### src/core/risc_pkg.sv
// package for the reference input selection and buffer configuration block
package risc_pkg;

    localparam logic [7:0] RISC_TERM_BIAS_OFS   = 8'h1d;
    localparam logic [7:0] RISC_FMT_SEL_OFS     = 8'h32;
    localparam logic [7:0] RISC_SWITCH_CTRL_OFS = 8'h33;
    localparam logic [7:0] RISC_STATUS_OFS      = 8'h34;

    localparam logic [7:0] RISC_TERM_BIAS_RST   = 8'h00;
    localparam logic [7:0] RISC_FMT_SEL_RST     = 8'h00;
    localparam logic [7:0] RISC_SWITCH_CTRL_RST = 8'h04;

    localparam int RISC_KEEP_XTAL_BIT = 2;
    localparam int RISC_FMT_PRI_LO    = 4;
    localparam int RISC_FMT_SEC_LO    = 6;

    localparam logic [1:0] RISC_SEL_AUTO   = 2'h0;
    localparam logic [1:0] RISC_SEL_PIN    = 2'h1;
    localparam logic [1:0] RISC_SEL_FIXPRI = 2'h2;
    localparam logic [1:0] RISC_SEL_FIXSEC = 2'h3;

    // three-state pin levels
    typedef enum logic [1:0] {
        RISC_PIN_LOW  = 2'h0,
        RISC_PIN_MID  = 2'h1,
        RISC_PIN_HIGH = 2'h3
    } risc_pin_t;

    // per-pll mux state, gray along pri -> sec -> wait
    typedef enum logic [1:0] {
        RISC_ON_PRI  = 2'h0,
        RISC_ON_SEC  = 2'h1,
        RISC_WAIT    = 2'h3
    } risc_mux_t;

    typedef struct packed {
        logic       auto_mode;
        logic       use_secondary;
        logic       loss_of_signal_flag;
        logic       outputs_enabled;
    } risc_pll_stat_t;

    typedef struct packed {
        logic [1:0] low_swing_term_switch;
        logic [1:0] current_steer_term_switch;
        logic [1:0] ac_bias_switch;
    } risc_term_t;

endpackage

### src/core/risc_top.sv
// reference input selection and input buffer configuration
`timescale 1ns/10ps
module risc_top (
    input  wire logic                   clk_sys_i,    // system clock
    input  wire logic                   rst_b_i,      // sync reset, low
    input  wire logic                   reg_wr_i,     // register write strobe
    input  wire logic                   reg_rd_i,     // register read strobe
    input  wire logic [7:0]             reg_addr_i,   // register address
    input  wire logic [7:0]             reg_wdata_i,  // register write data
    output logic [7:0]                  reg_rdata_o,  // register read data
    input  wire logic [1:0]             ref_pin_i,    // choice pin level code
    input  wire logic                   pri_ok_i,     // primary detected
    input  wire logic                   sec_ok_i,     // secondary detected
    output risc_pkg::risc_pll_stat_t    pll1_stat_o,  // pll1 selection
    output risc_pkg::risc_pll_stat_t    pll2_stat_o,  // pll2 selection
    output risc_pkg::risc_term_t        term_o,       // termination switches
    output logic [1:0]                  bias_en_o,    // bias enable sec/pri
    output logic [3:0]                  fmt_o,        // input format bits
    output logic                        xtal_path_en_o // crystal path enable
);
    import risc_pkg::*;

    logic [7:0] term_bias_ff;
    logic [7:0] fmt_sel_ff;
    logic [7:0] sw_ctrl_ff;
    logic [7:0] rdata_ff;
    logic [1:0] bias_ff;
    logic [3:0] fmt_ff;
    logic       xtal_en_ff;
    logic       boot_sec_ff;
    risc_term_t term_ff;
    risc_pin_t  pin_lvl;
    logic       pll1_auto;
    logic       pll2_auto;
    logic       pll1_sec;
    logic       pll2_sec;
    logic       back_on_pri;
    risc_pll_stat_t st1;
    risc_pll_stat_t st2;

    // decode of the level code presented by the pin sampler
    function automatic risc_pin_t pin_decode(input logic [1:0] code);
        if (code == 2'h0) begin
            pin_decode = RISC_PIN_LOW;
        end else if (code == 2'h3) begin
            pin_decode = RISC_PIN_HIGH;
        end else begin
            pin_decode = RISC_PIN_MID;
        end
    endfunction

    ////////////////////////////////////////////////////////////////////////
    // registers

    // 0x33 bit 2 keeps the crystal path up; its other bits are storage only
    // writes to 0x34 and to unmapped offsets are dropped
    always_ff @(posedge clk_sys_i) begin
        if (!rst_b_i) begin
            term_bias_ff <= RISC_TERM_BIAS_RST;
            fmt_sel_ff   <= RISC_FMT_SEL_RST;
            sw_ctrl_ff   <= RISC_SWITCH_CTRL_RST;
        end else if (reg_wr_i) begin
            if (reg_addr_i == RISC_TERM_BIAS_OFS) begin
                term_bias_ff <= reg_wdata_i;
            end else if (reg_addr_i == RISC_FMT_SEL_OFS) begin
                fmt_sel_ff <= reg_wdata_i;
            end else if (reg_addr_i == RISC_SWITCH_CTRL_OFS) begin
                sw_ctrl_ff <= reg_wdata_i;
            end
        end
    end

    always_ff @(posedge clk_sys_i) begin
        if (!rst_b_i) begin
            rdata_ff <= 8'h00;
        end else if (reg_rd_i) begin
            // status is read-only; unmapped addresses read as zero
            if (reg_addr_i == RISC_TERM_BIAS_OFS) begin
                rdata_ff <= term_bias_ff;
            end else if (reg_addr_i == RISC_FMT_SEL_OFS) begin
                rdata_ff <= fmt_sel_ff;
            end else if (reg_addr_i == RISC_SWITCH_CTRL_OFS) begin
                rdata_ff <= sw_ctrl_ff;
            end else if (reg_addr_i == RISC_STATUS_OFS) begin
                rdata_ff <= {st2, st1};
            end else begin
                rdata_ff <= 8'h00;
            end
        end
    end

    ////////////////////////////////////////////////////////////////////////
    // selection decode

    assign pin_lvl = pin_decode(ref_pin_i);

    // pair 01 hands the choice to the pin; pll2 joins auto only at high
    always_comb begin
        pll1_auto = 1'b0;
        pll1_sec  = 1'b0;
        case (fmt_sel_ff[1:0])
            RISC_SEL_AUTO: begin
                pll1_auto = 1'b1;
            end
            RISC_SEL_PIN: begin
                pll1_auto = (pin_lvl != RISC_PIN_LOW);
            end
            RISC_SEL_FIXPRI: begin
                pll1_sec = 1'b0;
            end
            default: begin
                pll1_sec = 1'b1;
            end
        endcase
    end

    always_comb begin
        pll2_auto = 1'b0;
        pll2_sec  = 1'b0;
        case (fmt_sel_ff[3:2])
            RISC_SEL_AUTO: begin
                pll2_auto = 1'b1;
            end
            RISC_SEL_PIN: begin
                pll2_auto = (pin_lvl == RISC_PIN_HIGH);
                pll2_sec  = (pin_lvl != RISC_PIN_HIGH);
            end
            RISC_SEL_FIXPRI: begin
                pll2_sec = 1'b0;
            end
            default: begin
                pll2_sec = 1'b1;
            end
        endcase
    end

    // both muxes watch the same detectors; only their mode inputs differ
    risc_mux_ctrl u_mux1 (
        .clk_sys_i (clk_sys_i),
        .rst_b_i   (rst_b_i),
        .auto_i    (pll1_auto),
        .man_sec_i (pll1_sec),
        .pri_ok_i  (pri_ok_i),
        .sec_ok_i  (sec_ok_i),
        .stat_o    (st1)
    );

    risc_mux_ctrl u_mux2 (
        .clk_sys_i (clk_sys_i),
        .rst_b_i   (rst_b_i),
        .auto_i    (pll2_auto),
        .man_sec_i (pll2_sec),
        .pri_ok_i  (pri_ok_i),
        .sec_ok_i  (sec_ok_i),
        .stat_o    (st2)
    );

    ////////////////////////////////////////////////////////////////////////
    // crystal path shutdown after switchover back to primary

    // boot_sec_ff remembers that a pll has run from the secondary; it is
    // cleared only by reset, so clearing keep later drops the path as soon as back_on_pri holds
    assign back_on_pri = (st1.auto_mode || st2.auto_mode) &&
                         !st1.use_secondary && !st2.use_secondary;

    always_ff @(posedge clk_sys_i) begin
        if (!rst_b_i) begin
            boot_sec_ff <= 1'b0;
            xtal_en_ff  <= 1'b1;
        end else begin
            if (st1.use_secondary || st2.use_secondary) begin
                boot_sec_ff <= 1'b1;
            end
            if (sw_ctrl_ff[RISC_KEEP_XTAL_BIT]) begin
                xtal_en_ff <= 1'b1;
            end else if (boot_sec_ff && back_on_pri) begin
                xtal_en_ff <= 1'b0;
            end
        end
    end

    ////////////////////////////////////////////////////////////////////////
    // buffer configuration outputs

    always_ff @(posedge clk_sys_i) begin
        if (!rst_b_i) begin
            term_ff <= '0;
            bias_ff <= 2'h0;
            fmt_ff  <= 4'h0;
        end else begin
            // each pair is {secondary, primary}; ac bias follows the bias bits
            term_ff.low_swing_term_switch     <= term_bias_ff[3:2];
            term_ff.current_steer_term_switch <= term_bias_ff[5:4];
            term_ff.ac_bias_switch            <= term_bias_ff[1:0];
            bias_ff <= term_bias_ff[1:0];
            fmt_ff[1:0] <= fmt_sel_ff[RISC_FMT_PRI_LO +: 2];
            fmt_ff[3:2] <= fmt_sel_ff[RISC_FMT_SEC_LO +: 2];
        end
    end

    assign reg_rdata_o    = rdata_ff;
    assign pll1_stat_o    = st1;
    assign pll2_stat_o    = st2;
    assign term_o         = term_ff;
    assign bias_en_o      = bias_ff;
    assign fmt_o          = fmt_ff;
    assign xtal_path_en_o = xtal_en_ff;
endmodule

### src/core/risc_mux_ctrl.sv
// one pll's smart input mux: automatic or manual reference choice
`timescale 1ns/10ps
module risc_mux_ctrl (
    input  wire logic                      clk_sys_i,  // system clock
    input  wire logic                      rst_b_i,    // sync reset, low
    input  wire logic                      auto_i,     // automatic mode
    input  wire logic                      man_sec_i,  // manual: secondary
    input  wire logic                      pri_ok_i,   // primary present
    input  wire logic                      sec_ok_i,   // secondary present
    output risc_pkg::risc_pll_stat_t       stat_o      // selection status
);
    import risc_pkg::*;

    risc_mux_t      state_ff;
    risc_mux_t      nxt_state;
    risc_pll_stat_t stat_ff;

    always_comb begin
        nxt_state = state_ff;
        case (state_ff)
            RISC_ON_PRI: begin
                if (!pri_ok_i && sec_ok_i) begin
                    nxt_state = RISC_ON_SEC;
                end else if (!pri_ok_i) begin
                    nxt_state = RISC_WAIT;
                end
            end
            RISC_ON_SEC: begin
                if (pri_ok_i) begin
                    nxt_state = RISC_ON_PRI;
                end else if (!sec_ok_i) begin
                    nxt_state = RISC_WAIT;
                end
            end
            RISC_WAIT: begin
                if (pri_ok_i) begin
                    nxt_state = RISC_ON_PRI;
                end else if (sec_ok_i) begin
                    nxt_state = RISC_ON_SEC;
                end
            end
            default: nxt_state = RISC_ON_PRI;
        endcase
        // manual mode holds the fsm parked on primary preference
        if (!auto_i) begin
            nxt_state = RISC_ON_PRI;
        end
    end

    always_ff @(posedge clk_sys_i) begin
        if (!rst_b_i) begin
            state_ff <= RISC_ON_PRI;
        end else begin
            state_ff <= nxt_state;
        end
    end

    always_ff @(posedge clk_sys_i) begin
        if (!rst_b_i) begin
            stat_ff <= '0;
        end else begin
            stat_ff.auto_mode <= auto_i;
            stat_ff.use_secondary <= auto_i ? (nxt_state != RISC_ON_PRI)
                                            : man_sec_i;
            stat_ff.loss_of_signal_flag <= !pri_ok_i && !sec_ok_i;
            stat_ff.outputs_enabled <= pri_ok_i || sec_ok_i;
        end
    end

    assign stat_o = stat_ff;
endmodule

### config.mk
export PLATFORM = sky130hd
export DESIGN_NAME = risc_top
export DESIGN_NICKNAME = d
export VERILOG_FILES = /design/src/core/risc_pkg.sv /design/src/core/risc_top.sv /design/src/core/risc_mux_ctrl.sv
export SDC_FILE = /design/constraint.sdc
export NUM_CORES = 1
export LEC_CHECK = 0
export ABC_AREA = 1
export BUFFER_PORTS_ARGS = -buffer_cell sky130_fd_sc_hd__buf_2
export CAP_MARGIN = 5
export CORE_ASPECT_RATIO = 0.7
export CORE_UTILIZATION = 57
export CTS_CLUSTER_SIZE = 25
export DETAILED_ROUTE_END_ITERATION = 10
export HOLD_SLACK_MARGIN = 0.1
export PLACE_DENSITY = 0.86
export RECOVER_POWER = 25
export SYNTH_ARGS = -nofsm -noshare
export SYNTH_HDL_FRONTEND = slang
export SYNTH_SLANG_ARGS = --single-unit
### constraint.sdc
create_clock -name clk_sys_i -period 2.15 [get_ports clk_sys_i]
set_clock_uncertainty 0.1 [all_clocks]
set_input_delay 0.3225 -clock clk_sys_i [delete_from_list [all_inputs] [get_ports clk_sys_i]]
set_output_delay 0.3225 -clock clk_sys_i [all_outputs]
set_load 0.05 [all_outputs]
==> results.toml <==
[run_status]
status = "finished clean"

[sta]
rsz0062_at_grt = "false"
drv_slew = 0
hold_viol = 0
fmax_mhz = 682
final.period_utilization_pct = 68.2
setup_viol = 0
worst_slew_pin_slew_ns = 1.01
maxSlewHeadroom_pct = 32.5
fin_hold_ws_ns = 0.138
finalSetupTns_ns = 0
finalCriticalPeriod_ns = 1.47

[power_and_ir_drop]
leakagePower_nw = 1.39
power_density_nw_per_um2 = 677
worst_ir_drop_vdd_uv = 436

[min_path]
min_path_type = "in -> reg"

[final_layout]
finish.utilization_pct = 69.3
nNetsFinal = 391
num_antenna_cells = 0
synthToLayoutAreaGrowth_pct = 15.4
drive_gt1_share_pct = 21.8

[yosys]
ys_seq_area_share_pct = 45.4
synth_cell_types = 28
syn_area_um2 = 2380
syn_nets = 342
syn_inst = 318
ys_ff_latch = 54
synth.avg_cell_area_um2 = 7.50
synth.yosys.warnings = 0

[clock_tree]
cts_setup_buffers = 0
cts_buffers = 5
insertion_delay_ns = 0.31
clk_pin_slew_worst_paths_ns = 0.10
cts_resized = 0
ctsRootBufferMaster = "clkbuf_8"
cts_tree = "yes"
numClockSinks = 54
htreeDepth = 2
clk_path_buf_depth = 2

[routing]
post_drt_wl_per_cell_um = 12.9
drt-total-wl_um = 5420
route.detailed.drc = 0
firstDrtPassIters = 4
num_vias = 2200
routed_via_density = 5.25
drt_iter0_drc = 148
ant_nets = 0

[global_routing]
first_global_vias = 1903
grt_overflow = 0
antenna_found_initial = 0
grt_max_degree = 28
track_usage_pct = 26.4
grt_pass1_wl_um = 8890

[place]
place_congestion = 0.998
io_buffers = 52
dpl.hpwl_um = 4150

[worst_setup_path]
crit_path_max_fanout = 27
start_kind = "input port"
critPathRequiredTime_ns = 2.29
cp.arrival_ns = 1.60
crit_type = "in -> reg"
worstSetupEndpointType = "register"

[floorplanning]
die-area_um2 = 4450
core_area_um2 = 3970
io_pins = 53
fp.dieH_um = 56.1
rows = 19
fp.dieW_um = 79.3
start_util_pct = 60.0

[flow_run]
cap_violations = 0
-- path summary, 6_finish.rpt --
kind	start	to	slack [ns]	depth (start not counted)
max	rst_b_i	term_bias_ff[4]$_SDFFE_PN0P_	0.68	4
min	pri_ok_i	u_mux1.stat_o[1]$_SDFF_PN0_	0.14	2
max reg2reg	fmt_sel_ff[2]$_SDFFE_PN0P_	u_mux2.stat_o[2]$_SDFF_PN0_	0.97	5
min reg2reg	term_bias_ff[4]$_SDFFE_PN0P_	term_o[2]$_SDFF_PN0_	0.33	2
-- cells in the mapped netlist (all sizes together) --
master | instances | share of area, %
clkinv | 1 | 0.16
clkbuf | 4 | 0.63
o21bai | 8 | 2.5
nor2 | 24 | 6.2
buf | 10 | 3.1
nand3b | 1 | 0.32
nand4 | 1 | 0.89
a211oi | 1 | 0.32
inv | 45 | 7.1
a21oi | 38 | 8.3
dfxtp | 54 | 45
nand3 | 34 | 7.3
o21ai | 19 | 4.3
nor3 | 2 | 0.42
nand2 | 76 | 13
-- repair_timing --
action,in CTS,in global routing
setup endpoints to repair,0,0
endpoints found under the hold margin,1,0
hold buffers,1,0
-- where the power goes --
part           total [mW]  internal [mW]  switching [mW]
clock network       0.668          0.343           0.325
registers            1.02           1.01         0.00740
logic               0.173         0.0498           0.123
-- area by class of cell --
cell class / instances / area [um^2]
Timing Repair Buffer: 56 / 284
Sequential cell: 54 / 1080
Tap cell: 52 / 65.1
Fill cell: 340 / 1220
Clock buffer: 5 / 68.8
Inverter: 46 / 173
Clock inverter: 2 / 38.8
Multi-Input combinational cell: 204 / 1040
-- cell families after synthesis --
group	count (synthesis)	share of synthesized area (%)
compound gates	66	15.4
buf+inv	60	11.0
simple gates	138	28.2
flops	54	45.4
-- metal layers --
layer / wire, um / share of wire, % / track usage (%) / up-vias
met5: 0 / 0 / 0 / -
met4: 70 / 1.3 / 7.53 / 0
met3: 434 / 8.0 / 6.23 / 10
met2: 2420 / 45 / 39.3 / 83
met1: 2490 / 46 / 38.2 / 1000
li1: - / - / - / 1107
-- metrics by stage --
step | setup WS (ns) | instances | total power, mW | area, um^2
final | 0.683 | 419 | 1.86 | 2750
after global routing | 0.437 | 419 | 1.93 | 2750
after CTS | 0.750 | 419 | 1.87 | 2760
after detailed placement | 0.522 | 411 | 1.22 | 2640
after global placement | 0.572 | 411 | 1.21 | 2640
after floorplan | 0.795 | 318 | 1.16 | 2380
-- registers in the layout, indices dropped and copies added, names as in the netlist --
signal / cells
fmt_sel_ff: 8
reg_rdata_o: 8
sw_ctrl_ff: 8
term_bias_ff: 8
term_o: 6
fmt_o: 4
u_mux1.stat_o: 4
u_mux1.state_ff: 2
u_mux2.stat_o: 2
u_mux2.state_ff: 2
boot_sec_ff: 1
xtal_path_en_o: 1
-- cell usage in the layout, fill, tap and decap left out --
cell type / netlist / layout
a211oi_1: 1 / 1
dlygate4sd3_1: 0 / 1
nand3b_1: 1 / 1
nor2_1: 18 / 18
nor2_2: 1 / 1
o21bai_1: 8 / 8
a21oi_2: 2 / 2
dfxtp_1: 54 / 54
clkbuf_8: 0 / 5
inv_1: 42 / 42
nor2_4: 3 / 3
nand3_1: 33 / 33
clkbuf_1: 4 / 3
nand2_2: 4 / 4
nor3_1: 2 / 2
nand2_1: 70 / 70
clkinv_4: 0 / 1
clkinv_1: 1 / 1
nand4_4: 1 / 1
o21ai_2: 2 / 2
nand2_4: 2 / 2
o21ai_0: 17 / 17
inv_2: 3 / 3
a21oi_1: 36 / 36
nand3_2: 1 / 1
nor2_8: 2 / 2
bufinv_16: 0 / 1
buf_2: 3 / 51
buf_4: 4 / 1
-- worst max-delay path: stages --
cell and delay, ns:
buf_2 0.09, clkbuf_1 0.75, o21ai_0 0.27, a21oi_1 0.17
Power figures use the tool's default switching activity.
